<file path="src/core/sbd_pkg.sv">
// package: constants and types for the sync barrier option decoder
// Function
// - options 1111/1110/1101 give full system: all, writes, reads-A
// - options 1011/1010/1001 give inner shareable: all, writes, reads-A
// - options 0111/0110/0101 give non-shareable: all, writes, reads-A
// - options 0011/0010/0001 give outer shareable: all, writes, reads-A
// - option 1100 is the full barrier alias, else full system all
// - reserved or unimplemented options run as full system all barrier
// - full system all and alias always supported; others may fall back
// - failed condition check issues no barrier request at all
// - guest with upgrade field 11 forces full system domain
// - guest with upgrade field 10 raises non-full domains to outer
// - guest with upgrade field 01 raises non-shareable to inner
// - option 1100 at hyp level performs a full barrier
// - full barrier at hyp level ignores level and machine id
// - alias at kernel or user level equals full system all barrier
// - full barrier finishes only after covered accesses complete
// - user or kernel barrier orders only same virtual machine id
// - hyp level barrier other than option 1100 orders only against hyp level accesses
package sbd_pkg;

  // ----------------------------------------------------------------
  // option encodings
  // ----------------------------------------------------------------
  localparam logic [3:0] OPT_FULL_ALL = 4'hf;
  localparam logic [3:0] OPT_FULL_WR = 4'he;
  localparam logic [3:0] OPT_FULL_RD = 4'hd;
  localparam logic [3:0] OPT_ALIAS = 4'hc;
  localparam logic [3:0] OPT_INNER_ALL = 4'hb;
  localparam logic [3:0] OPT_INNER_WR = 4'ha;
  localparam logic [3:0] OPT_INNER_RD = 4'h9;
  localparam logic [3:0] OPT_LOCAL_ALL = 4'h7;
  localparam logic [3:0] OPT_LOCAL_WR = 4'h6;
  localparam logic [3:0] OPT_LOCAL_RD = 4'h5;
  localparam logic [3:0] OPT_OUTER_ALL = 4'h3;
  localparam logic [3:0] OPT_OUTER_WR = 4'h2;
  localparam logic [3:0] OPT_OUTER_RD = 4'h1;

  // ----------------------------------------------------------------
  // upgrade field values and exception levels
  // ----------------------------------------------------------------
  localparam logic [1:0] UPG_NONE = 2'h0;
  localparam logic [1:0] UPG_INNER = 2'h1;
  localparam logic [1:0] UPG_OUTER = 2'h2;
  localparam logic [1:0] UPG_FULL = 2'h3;
  localparam logic [1:0] LVL_USER = 2'h0;
  localparam logic [1:0] LVL_KERNEL = 2'h1;
  localparam logic [1:0] LVL_HYP = 2'h2;

  // set of options this core implements natively; others fall back
  localparam logic [15:0] OPT_SUPPORTED = 16'hfeee;

  // ----------------------------------------------------------------
  // register offsets
  // ----------------------------------------------------------------
  localparam logic [3:0] ADR_CTRL = 4'h0;
  localparam logic [3:0] ADR_STAT = 4'h4;
  localparam logic [3:0] ADR_CNT = 4'h8;

  // ----------------------------------------------------------------
  // types
  // ----------------------------------------------------------------
  typedef enum logic [1:0] {
    DOM_LOCAL,
    DOM_INNER,
    DOM_OUTER,
    DOM_FULL
  } sbd_dom_t;

  typedef enum logic [1:0] {
    TYP_ALL,
    TYP_WRITES,
    TYP_READS
  } sbd_typ_t;

  typedef struct packed {
    logic valid;
    logic [3:0] option;
    logic cond_pass;
    logic [1:0] cur_level;
    logic secure;
    logic hyp_present;
    logic [1:0] upgrade;
    logic [7:0] virtual_machine_id;
  } sbd_issue_t;

  typedef struct packed {
    logic valid;
    logic full_barrier;
    sbd_dom_t domain;
    sbd_typ_t types;
    logic match_vm_id;
    logic hyp_only;
    logic [7:0] virtual_machine_id;
  } sbd_req_t;

  localparam logic [7:0] VM_ID_RST = 8'h00;

endpackage

</file>
<file path="src/core/sbd_top.sv">
// sync barrier decode and completion control with wishbone status
`timescale 1ns/1ns
`default_nettype none
module sbd_top
  import sbd_pkg::*;
(
  input wire logic clk_i,
  input wire logic rst_i,
  input wire sbd_issue_t issue_i,
  output logic issue_ready_o,
  output logic stall_o,
  output sbd_req_t mem_req_o,
  input wire logic mem_ack_i,
  input wire logic wb_cyc_i,
  input wire logic wb_stb_i,
  input wire logic wb_we_i,
  input wire logic [3:0] wb_adr_i,
  input wire logic [3:0] wb_sel_i,
  input wire logic [31:0] wb_dat_i,
  output logic [31:0] wb_dat_o,
  output logic wb_ack_o
);

  typedef enum logic [1:0] {
    S_IDLE,
    S_WAIT
  } sbd_state_t;

  typedef struct packed {
    sbd_state_t state;
    sbd_req_t req;
    logic stall;
    logic ready;
    logic force_full;
    logic [15:0] count;
    logic [31:0] rdata;
    logic ack;
  } sbd_regs_t;

  sbd_regs_t r_r;
  sbd_regs_t r_nxt;

  sbd_dom_t map_dom;
  sbd_typ_t map_typ;
  logic map_alias;

  sbd_option_map u_map (
    .option_i(issue_i.option),
    .domain_o(map_dom),
    .types_o(map_typ),
    .alias_o(map_alias)
  );

  // ----------------------------------------------------------------
  // next state
  // ----------------------------------------------------------------
  always_comb begin
    logic guest;
    logic is_hyp;
    sbd_dom_t dom;
    sbd_typ_t typ;
    guest = 1'b0;
    is_hyp = 1'b0;
    dom = map_dom;
    typ = map_typ;
    r_nxt = r_r;
    r_nxt.ack = 1'b0;
    r_nxt.req.valid = 1'b0;

    is_hyp = (issue_i.cur_level == LVL_HYP);
    guest = issue_i.hyp_present && !issue_i.secure &&
            (issue_i.cur_level == LVL_USER || issue_i.cur_level == LVL_KERNEL);
    if (guest) begin
      if (issue_i.upgrade == UPG_FULL) begin
        dom = DOM_FULL;
      end else if (issue_i.upgrade == UPG_OUTER && dom != DOM_FULL) begin
        dom = DOM_OUTER;
      end else if (issue_i.upgrade == UPG_INNER && dom == DOM_LOCAL) begin
        dom = DOM_INNER;
      end
    end
    // software debug override: widen every barrier to full system all
    if (r_r.force_full) begin
      dom = DOM_FULL;
      typ = TYP_ALL;
    end

    case (r_r.state)
      S_IDLE: begin
        if (issue_i.valid && issue_i.cond_pass) begin
          r_nxt.req.valid = 1'b1;
          r_nxt.req.full_barrier = map_alias && is_hyp;
          r_nxt.req.domain = dom;
          r_nxt.req.types = typ;
          // full barrier spans all levels and machine ids
          r_nxt.req.match_vm_id = !is_hyp;
          r_nxt.req.hyp_only = is_hyp && !map_alias;
          r_nxt.req.virtual_machine_id = issue_i.virtual_machine_id;
          r_nxt.stall = 1'b1;
          r_nxt.ready = 1'b0;
          r_nxt.state = S_WAIT;
        end
      end
      S_WAIT: begin
        // held until memory reports every covered access done
        if (mem_ack_i) begin
          r_nxt.stall = 1'b0;
          r_nxt.ready = 1'b1;
          r_nxt.count = r_r.count + 16'h0001;
          r_nxt.state = S_IDLE;
        end
      end
      default: begin
        r_nxt.state = S_IDLE;
      end
    endcase

    // wishbone slave, one wait state, ack dropped after one cycle
    if (wb_cyc_i && wb_stb_i && !r_r.ack) begin
      r_nxt.ack = 1'b1;
      r_nxt.rdata = 32'h0000_0000;
      if (wb_adr_i == ADR_CTRL) begin
        if (wb_we_i && wb_sel_i[0]) begin
          r_nxt.force_full = wb_dat_i[0];
        end
        r_nxt.rdata = {31'h0, r_r.force_full};
      end else if (wb_adr_i == ADR_STAT) begin
        r_nxt.rdata = {24'h0, r_r.req.domain, r_r.req.types,
                       2'h0, r_r.req.full_barrier, r_r.stall};
      end else if (wb_adr_i == ADR_CNT) begin
        r_nxt.rdata = {16'h0, r_r.count};
      end
    end
  end

  // ----------------------------------------------------------------
  // state register
  // ----------------------------------------------------------------
  always_ff @(posedge clk_i) begin
    if (rst_i) begin
      r_r <= '{state: S_IDLE,
               req: '{valid: 1'b0, full_barrier: 1'b0, domain: DOM_FULL,
                      types: TYP_ALL, match_vm_id: 1'b0, hyp_only: 1'b0,
                      virtual_machine_id: VM_ID_RST},
               stall: 1'b0, ready: 1'b1, force_full: 1'b0,
               count: 16'h0000, rdata: 32'h0000_0000, ack: 1'b0};
    end else begin
      r_r <= r_nxt;
    end
  end

  assign issue_ready_o = r_r.ready;
  assign stall_o = r_r.stall;
  assign mem_req_o = r_r.req;
  assign wb_dat_o = r_r.rdata;
  assign wb_ack_o = r_r.ack;

endmodule
`default_nettype wire

</file>
<file path="src/core/sbd_option_map.sv">
// option field to domain and access type mapping
`timescale 1ns/1ns
`default_nettype none
module sbd_option_map
  import sbd_pkg::*;
(
  input wire logic [3:0] option_i,
  output sbd_dom_t domain_o,
  output sbd_typ_t types_o,
  output logic alias_o
);

  logic [3:0] opt;

  always_comb begin
    // unsupported options are folded onto full system all
    opt = OPT_SUPPORTED[option_i] ? option_i : OPT_FULL_ALL;
    alias_o = (option_i == OPT_ALIAS);
    domain_o = DOM_FULL;
    types_o = TYP_ALL;
    case (opt)
      OPT_FULL_WR: begin
        types_o = TYP_WRITES;
      end
      OPT_FULL_RD: begin
        types_o = TYP_READS;
      end
      OPT_INNER_ALL: begin
        domain_o = DOM_INNER;
      end
      OPT_INNER_WR: begin
        domain_o = DOM_INNER;
        types_o = TYP_WRITES;
      end
      OPT_INNER_RD: begin
        domain_o = DOM_INNER;
        types_o = TYP_READS;
      end
      OPT_LOCAL_ALL: begin
        domain_o = DOM_LOCAL;
      end
      OPT_LOCAL_WR: begin
        domain_o = DOM_LOCAL;
        types_o = TYP_WRITES;
      end
      OPT_LOCAL_RD: begin
        domain_o = DOM_LOCAL;
        types_o = TYP_READS;
      end
      OPT_OUTER_ALL: begin
        domain_o = DOM_OUTER;
      end
      OPT_OUTER_WR: begin
        domain_o = DOM_OUTER;
        types_o = TYP_WRITES;
      end
      OPT_OUTER_RD: begin
        domain_o = DOM_OUTER;
        types_o = TYP_READS;
      end
      default: begin
        domain_o = DOM_FULL;
        types_o = TYP_ALL;
      end
    endcase
  end

endmodule
`default_nettype wire

</file>
<file path="config.mk">
export PLATFORM = sky130hd
export DESIGN_NAME = sbd_top
export DESIGN_NICKNAME = d
export VERILOG_FILES = /design/src/core/sbd_pkg.sv /design/src/core/sbd_top.sv /design/src/core/sbd_option_map.sv
export SDC_FILE = /design/constraint.sdc
export NUM_CORES = 1
export LEC_CHECK = 0
export ABC_AREA = 1
export BUFFER_PORTS_ARGS = -buffer_cell sky130_fd_sc_hd__clkbuf_2
export CAP_MARGIN = 15
export CORE_MARGIN = 2
export CORE_UTILIZATION = 50
export CTS_BUF_LIST = sky130_fd_sc_hd__clkbuf_2 sky130_fd_sc_hd__clkbuf_4 sky130_fd_sc_hd__clkbuf_8
export CTS_CLUSTER_SIZE = 12
export DETAILED_ROUTE_END_ITERATION = 10
export GPL_TIMING_DRIVEN = 1
export HOLD_SLACK_MARGIN = 0.1
export PLACE_DENSITY = 0.83
export SLEW_MARGIN = 20
export SYNTH_ARGS = -nofsm -noshare
export SYNTH_HDL_FRONTEND = slang
export SYNTH_SLANG_ARGS = --single-unit
</file>
<file path="constraint.sdc">
create_clock -name clk_i -period 3.19 [get_ports clk_i]
set_input_delay 0.319 -clock clk_i [delete_from_list [all_inputs] [get_ports clk_i]]
set_output_delay 0.319 -clock clk_i [all_outputs]
set_load 0.05 [all_outputs]
</file>
==> results of run 1 <==
Yosys cell counts:
library cell | number | area [um^2]
nor2_4 | 3 | 33.8
o21ai_1 | 2 | 10.0
nor3b_2 | 1 | 12.5
nor3_1 | 6 | 30.0
nor2_2 | 3 | 18.8
nand4_1 | 1 | 6.26
o211ai_1 | 10 | 75.1
conb_1 | 1 | 3.75
nor2_1 | 39 | 146
clkbuf_1 | 4 | 15.0
clkinv_1 | 1 | 3.75
nand2_1 | 66 | 248
nand2_4 | 1 | 11.3
o21bai_1 | 1 | 7.51
nand3_2 | 3 | 30.0
o21a_1 | 1 | 7.51
buf_1 | 1 | 3.75
ha_1 | 1 | 12.5
nand3b_4 | 1 | 20.0
o21ai_0 | 37 | 185
nor2_8 | 1 | 20.0
a31oi_1 | 1 | 6.26
nand3_4 | 1 | 17.5
a21oi_1 | 24 | 120
buf_4 | 48 | 360
dfxtp_1 | 53 | 1060
buf_2 | 5 | 25.0
inv_1 | 44 | 165
nand2_2 | 1 | 6.26
nand3_1 | 10 | 50.1
kinds of logic after synthesis:
group,after synthesis,synth area share
DFF,53,0.391
other,1,0.00138
buffers and inverters,103,0.211
and+or+nand+nor,137,0.240
adders and majority gates,1,0.00461
AOI/OAI and AO/OA,76,0.152
per-stage QoR:
step | hold slack (ns) | utilization | cells | power [mW] | cell area, um^2
floorplan | 0.439 | - | 386 | 0.946 | 2770
global placement | 0.433 | 0.538 | 464 | 0.955 | 2780
detailed placement | 0.439 | 0.538 | 464 | 0.960 | 2780
CTS | 0.219 | 0.555 | 472 | 1.33 | 2870
global route | 0.267 | 0.555 | 472 | 1.38 | 2870
finish | 0.223 | 0.555 | 472 | 1.31 | 2870
worst max path at each step:
stage	cells past startpoint	endpoint	slack [ns]	from
floorplan	6	wb_dat_o[15]	1.69	wb_ack_o
global placement	4	r_r[37]	1.37	rst_i
detailed placement	4	mem_req_o[1]	1.33	rst_i
CTS	5	wb_dat_o[3]	1.52	wb_ack_o
global route	5	wb_dat_o[2]	1.36	wb_ack_o
finish	5	wb_dat_o[3]	1.55	wb_ack_o
power by group through the flow:
stage / Combinational [mW] / Sequential (mW) / Clock [mW]
global route: 0.261 / 0.705 / 0.412
global placement: 0.240 / 0.715 / 0
CTS: 0.244 / 0.701 / 0.387
finish: 0.242 / 0.701 / 0.371
floorplan: 0.224 / 0.722 / 0
detailed placement: 0.243 / 0.716 / 0
layer usage:
layer	vias up	share of wire
li1	1173	-
met1	1024	0.44
met2	62	0.49
met3	6	0.054
met4	0	0.014
met5	-	0
flip-flops by register name, summed over array words and instances, names as in the netlist:
name and cells:
wb_ack_o 1, mem_req_o 16, stall_o 1, issue_ready_o 1
r_r 18, wb_dat_o 16
worst register-to-register path, delay by kind of cell (launching register included):
| kind | cells | cell delay [ns] |
|---|---|---|
| buffers and inverters | 3 | 0.67 |
| DFF | 1 | 0.34 |
| AOI/OAI and AO/OA | 1 | 0.39 |
| and+or+nand+nor | 1 | 0.13 |
area by class of cell:
type / count / area (um^2) / area share
multi-input combinational: 230 / 1130 / 0.396
sequential: 53 / 1060 / 0.370
timing repair buffer: 66 / 330 / 0.115
inverter: 45 / 169 / 0.0589
tap: 70 / 87.6 / 0.0305
clock buffer: 5 / 68.8 / 0.0240
clock inverter: 3 / 17.5 / 0.00611
==> flow_summary.yaml, run 1 <==
floorplanning:
  die_w_um: 77.7
  dieHeight_um: 77.7
  dieArea_mm2: 0.00603
  io-pin-count: 117
  num_rows: 26
  start_util: 0.524
  placeableCoreArea_mm2: 0.00517
worst_setup_path:
  reg2reg_slack_ns: 1.55
  rr_endpoint: "wb_dat_o[3]"
  slowest_delay_ns: 0.55
  crit_slowest_cell: "clkinv_1"
  reg2reg_from: "wb_ack_o"
  critPathTopFamily: "buffers and inverters"
  crit_buf_inv: 3
  cp-start-kind: "flip-flop"
  path_max_fanout: 27
  cp_common_cell: "inv_1"
  reg2regPathDepth: 5
  required_ns: 3.38
  crit_chain: "inv_1, nand3_2, clkinv_1, o211ai_1, inv_1"
  worstSetupPathType: "reg2reg"
  arrival_ns: 1.83
  endpoint_kind: "flip-flop"
clock_network:
  holdBufCountCts: 0
  cts_max_level: 2
  cts_tree: "done"
  cts_sinks: 53
  cts_root_buf: "clkbuf_8"
  insertion_delay_ns: 0.31
  clock_path_buffers: 2
  cts_buffers: 5
  clk_pin_slew_worst_paths_ns: 0.10
  cts_resized: 0
  cts_setup_buffers: 0
global_route:
  top_usage_layer: "met2"
  overflow: 0
  antenna_found_initial: 0
  grt_pass1_wl_um: 8750
  use_met3: 0.0349
  grt_max_degree: 33
  groute.usage.overall: 0.177
  met2_usage: 0.319
  grt_util_met1: 0.205
  grt_pass1_vias: 2053
finish:
  antenna_cells: 0
  nNetsFinal: 468
  syn_to_final_growth_pct: 5.77
  num-fill-cells: 507
  drive_above_1_share: 0.221
  layout_common_cells: "nand2_1 (66), clkbuf_2 (66), dfxtp_1 (53)"
power_and_ir_drop:
  p_switching_uw: 424
  internal-power_uw: 890
  p_per_area_mw_per_mm2: 458
  clkPwrFrac: 0.282
  switching_share: 0.323
  p_seq_frac: 0.533
  p_comb_frac: 0.184
  ir_drop_mv: 0.197
  leakage_nw: 1.34
placement:
  pre_cts_ws_ns: 1.33
  dp_hpwl_um: 3780
  portBuffers: 66
  place.gp.congestion: 0.844
detailed_routing:
  postRouteAntennaNets: 0
  routed_wl_um: 5130
  dr.pass1.iters: 4
  drc_errors: 0
  vias: 2265
  vias_per_cell: 4.80
  post_drt_wl_per_cell_um: 10.9
  drtIter0Drc: 111
timing:
  layout_setup_ws_ns: 1.55
  timing.final.crit_share: 0.513
  drv_slew: 0
  tns_ns: 0
  setup_viol_count_final: 0
  clock.fmax_mhz: 611
  worst_slew_pin_slew_ns: 0.894
  fin_crit_ns: 1.64
  relSlewSlack: 0.403
  clock_skew_ns: 0.00921
  final_hold_viol_count: 0
  rsz0062_at_grt: "false"
hold_path:
  hold_path_startpoint: "wb_dat_i[0]"
  hold_end: "r_r[49]"
  min_path_cells: 3
  worstHoldPathType: "in2reg"
logic_synthesis:
  syn_avg_cell_area_um2: 7.31
  yosysWarnings: 0
  synth_cell_types: 30
  netlist_area_mm2: 0.00271
  ys_seq_elements: 53
  synthCells: 371
  ys_seq_area_frac: 0.391
outcome:
  outcome: "completed"
job:
  max-cap-violations: 0
Power figures use the tool's default switching activity.
==> run 2, diff against run 1 <==
--- a/config.mk
+++ b/config.mk
@@ -9,13 +9,13 @@
 export BUFFER_PORTS_ARGS = -buffer_cell sky130_fd_sc_hd__clkbuf_2
 export CAP_MARGIN = 15
 export CORE_MARGIN = 2
-export CORE_UTILIZATION = 50
+export CORE_UTILIZATION = 44
 export CTS_BUF_LIST = sky130_fd_sc_hd__clkbuf_2 sky130_fd_sc_hd__clkbuf_4 sky130_fd_sc_hd__clkbuf_8
 export CTS_CLUSTER_SIZE = 12
 export DETAILED_ROUTE_END_ITERATION = 10
 export GPL_TIMING_DRIVEN = 1
 export HOLD_SLACK_MARGIN = 0.1
-export PLACE_DENSITY = 0.83
+export PLACE_DENSITY = 0.78
 export SLEW_MARGIN = 20
 export SYNTH_ARGS = -nofsm -noshare
 export SYNTH_HDL_FRONTEND = slang
==> constraint.sdc (replaced) <==
create_clock -name clk_i -period 1.5 [get_ports clk_i]
set_input_delay 0.15 -clock clk_i [delete_from_list [all_inputs] [get_ports clk_i]]
set_output_delay 0.15 -clock clk_i [all_outputs]
set_load 0.05 [all_outputs]
==> flow_summary.yaml, run 2 (synthesis results as in run 1) <==
timing:
  setup_viol_count_final: 0
  drv_slew: 0
  rsz0062_at_grt: "false"
  clock.fmax_mhz: 759
  fin_crit_ns: 1.32
  timing.final.crit_share: 0.878
  tns_ns: 0
  final_hold_viol_count: 0
  clock_skew_ns: 0.00551
finish:
  drive_above_1_share: 0.225
  stdcell_area_mm2: 0.00302
  layout_common_cells: "nand2_1 (66), clkbuf_2 (66), dfxtp_1 (53)"
  final_util: 0.508
  top_register: "r_r"
  num-fill-cells: 592
  syn_to_final_growth_pct: 11.4
  largest_reg_flops: 18
  nNetsFinal: 484
  antenna_cells: 0
  instances_no_fill: 493
floorplanning:
  dieHeight_um: 82.5
  start_util: 0.455
  num_rows: 28
  dieArea_mm2: 0.00681
  die_w_um: 82.5
  io-pin-count: 117
  placeableCoreArea_mm2: 0.00596
power_and_ir_drop:
  p_per_area_mw_per_mm2: 938
  p_total_mw: 2.84
  leakage_nw: 1.42
  ir_drop_mv: 0.421
detailed_routing:
  drtIter0Drc: 93
  wl_met3_um: 343
  met2_length_um: 2610
  postRouteAntennaNets: 0
  vias: 2291
  highest_layer: "met4"
  drc_errors: 0
  dr.pass1.iters: 4
  wl_met1_um: 2520
  vias_per_cell: 4.65
  post_drt_wl_per_cell_um: 11.1
  routed_wl_um: 5490
clock_network:
  clk_pin_slew_worst_paths_ns: 0.09
  holdBufCountCts: 11
  cts_resized: 0
  cts_tree: "done"
  cts_sinks: 53
  cts_buffers: 5
  cts_setup_buffers: 0
  cts_root_buf: "clkbuf_8"
  cts_max_level: 2
  insertion_delay_ns: 0.30
  clock_path_buffers: 2
global_route:
  overflow: 0
  grt_pass1_wl_um: 8900
  grt_max_degree: 28
  grt_pass1_vias: 2076
  groute.usage.overall: 0.167
  antenna_found_initial: 0
worst_setup_path:
  path_max_fanout: 5
  worstSetupPathType: "reg2reg"
  endpoint_kind: "flip-flop"
  arrival_ns: 1.51
  required_ns: 1.70
  cp-start-kind: "flip-flop"
hold_path:
  worstHoldPathType: "in2reg"
placement:
  portBuffers: 66
  dp_hpwl_um: 4050
  placed_area_mm2: 0.00283
  placedCellCount: 474
  place.gp.congestion: 0.767
job:
  max-cap-violations: 0
outcome:
  outcome: "completed"
[run 2: worst paths after layout]
check	start	end	slack (ns)	cells after the start
min reg2reg	issue_ready_o	issue_ready_o	0.46	2
min	issue_i[2]	mem_req_o[2]	0.11	3
max	r_r[34]	r_r[47]	0.18	8
max reg2reg	r_r[34]	r_r[47]	0.18	8
[run 2: final cells by class]
class                   instances  area (um^2)  area share
clock buffers                   6         76.3      0.0252
multi-input cells             230         1130       0.375
repair buffers                 82          478       0.158
well taps                      75         93.8      0.0310
inverters                      45          169      0.0559
flip-flops and latches         53         1060       0.351
clock inverters                 2         10.0     0.00331
[run 2: routing by layer]
metal | track usage | vias to the layer above
li1 | - | 1205
met1 | 0.201 | 1017
met2 | 0.293 | 65
met3 | 0.0435 | 4
met4 | 0.0492 | 0
met5 | 0 | -
[run 2: critical path: stages, from the launching register on]
cell and delay [ns]:
dfxtp_1 0.37, ha_1 0.15, inv_1 0.09, nor2_8 0.16, nand3b_4 0.12, nor2_4 0.13
nand3_1 0.08, nand2_1 0.07, nor2_1 0.03
[run 2: power breakdown]
| part | switching (mW) | total (mW) | internal, mW | leakage, nW |
|---|---|---|---|---|
| clock network | 0.453 | 0.796 | 0.343 | 0.0484 |
| registers | 0.0313 | 1.49 | 1.46 | 0.432 |
| logic | 0.411 | 0.548 | 0.137 | 0.937 |
| total | 0.896 | 2.84 | 1.94 | 1.42 |
[run 2: per-stage QoR]
step,hold WS (ns),setup WS (ns)
2_1_floorplan,0.273,0.00367
3_3_place_gp,0.379,0.232
3_5_place_dp,0.376,0.200
4_1_cts,0.101,0.172
5_1_grt,0.115,0.0412
6_report,0.107,0.183
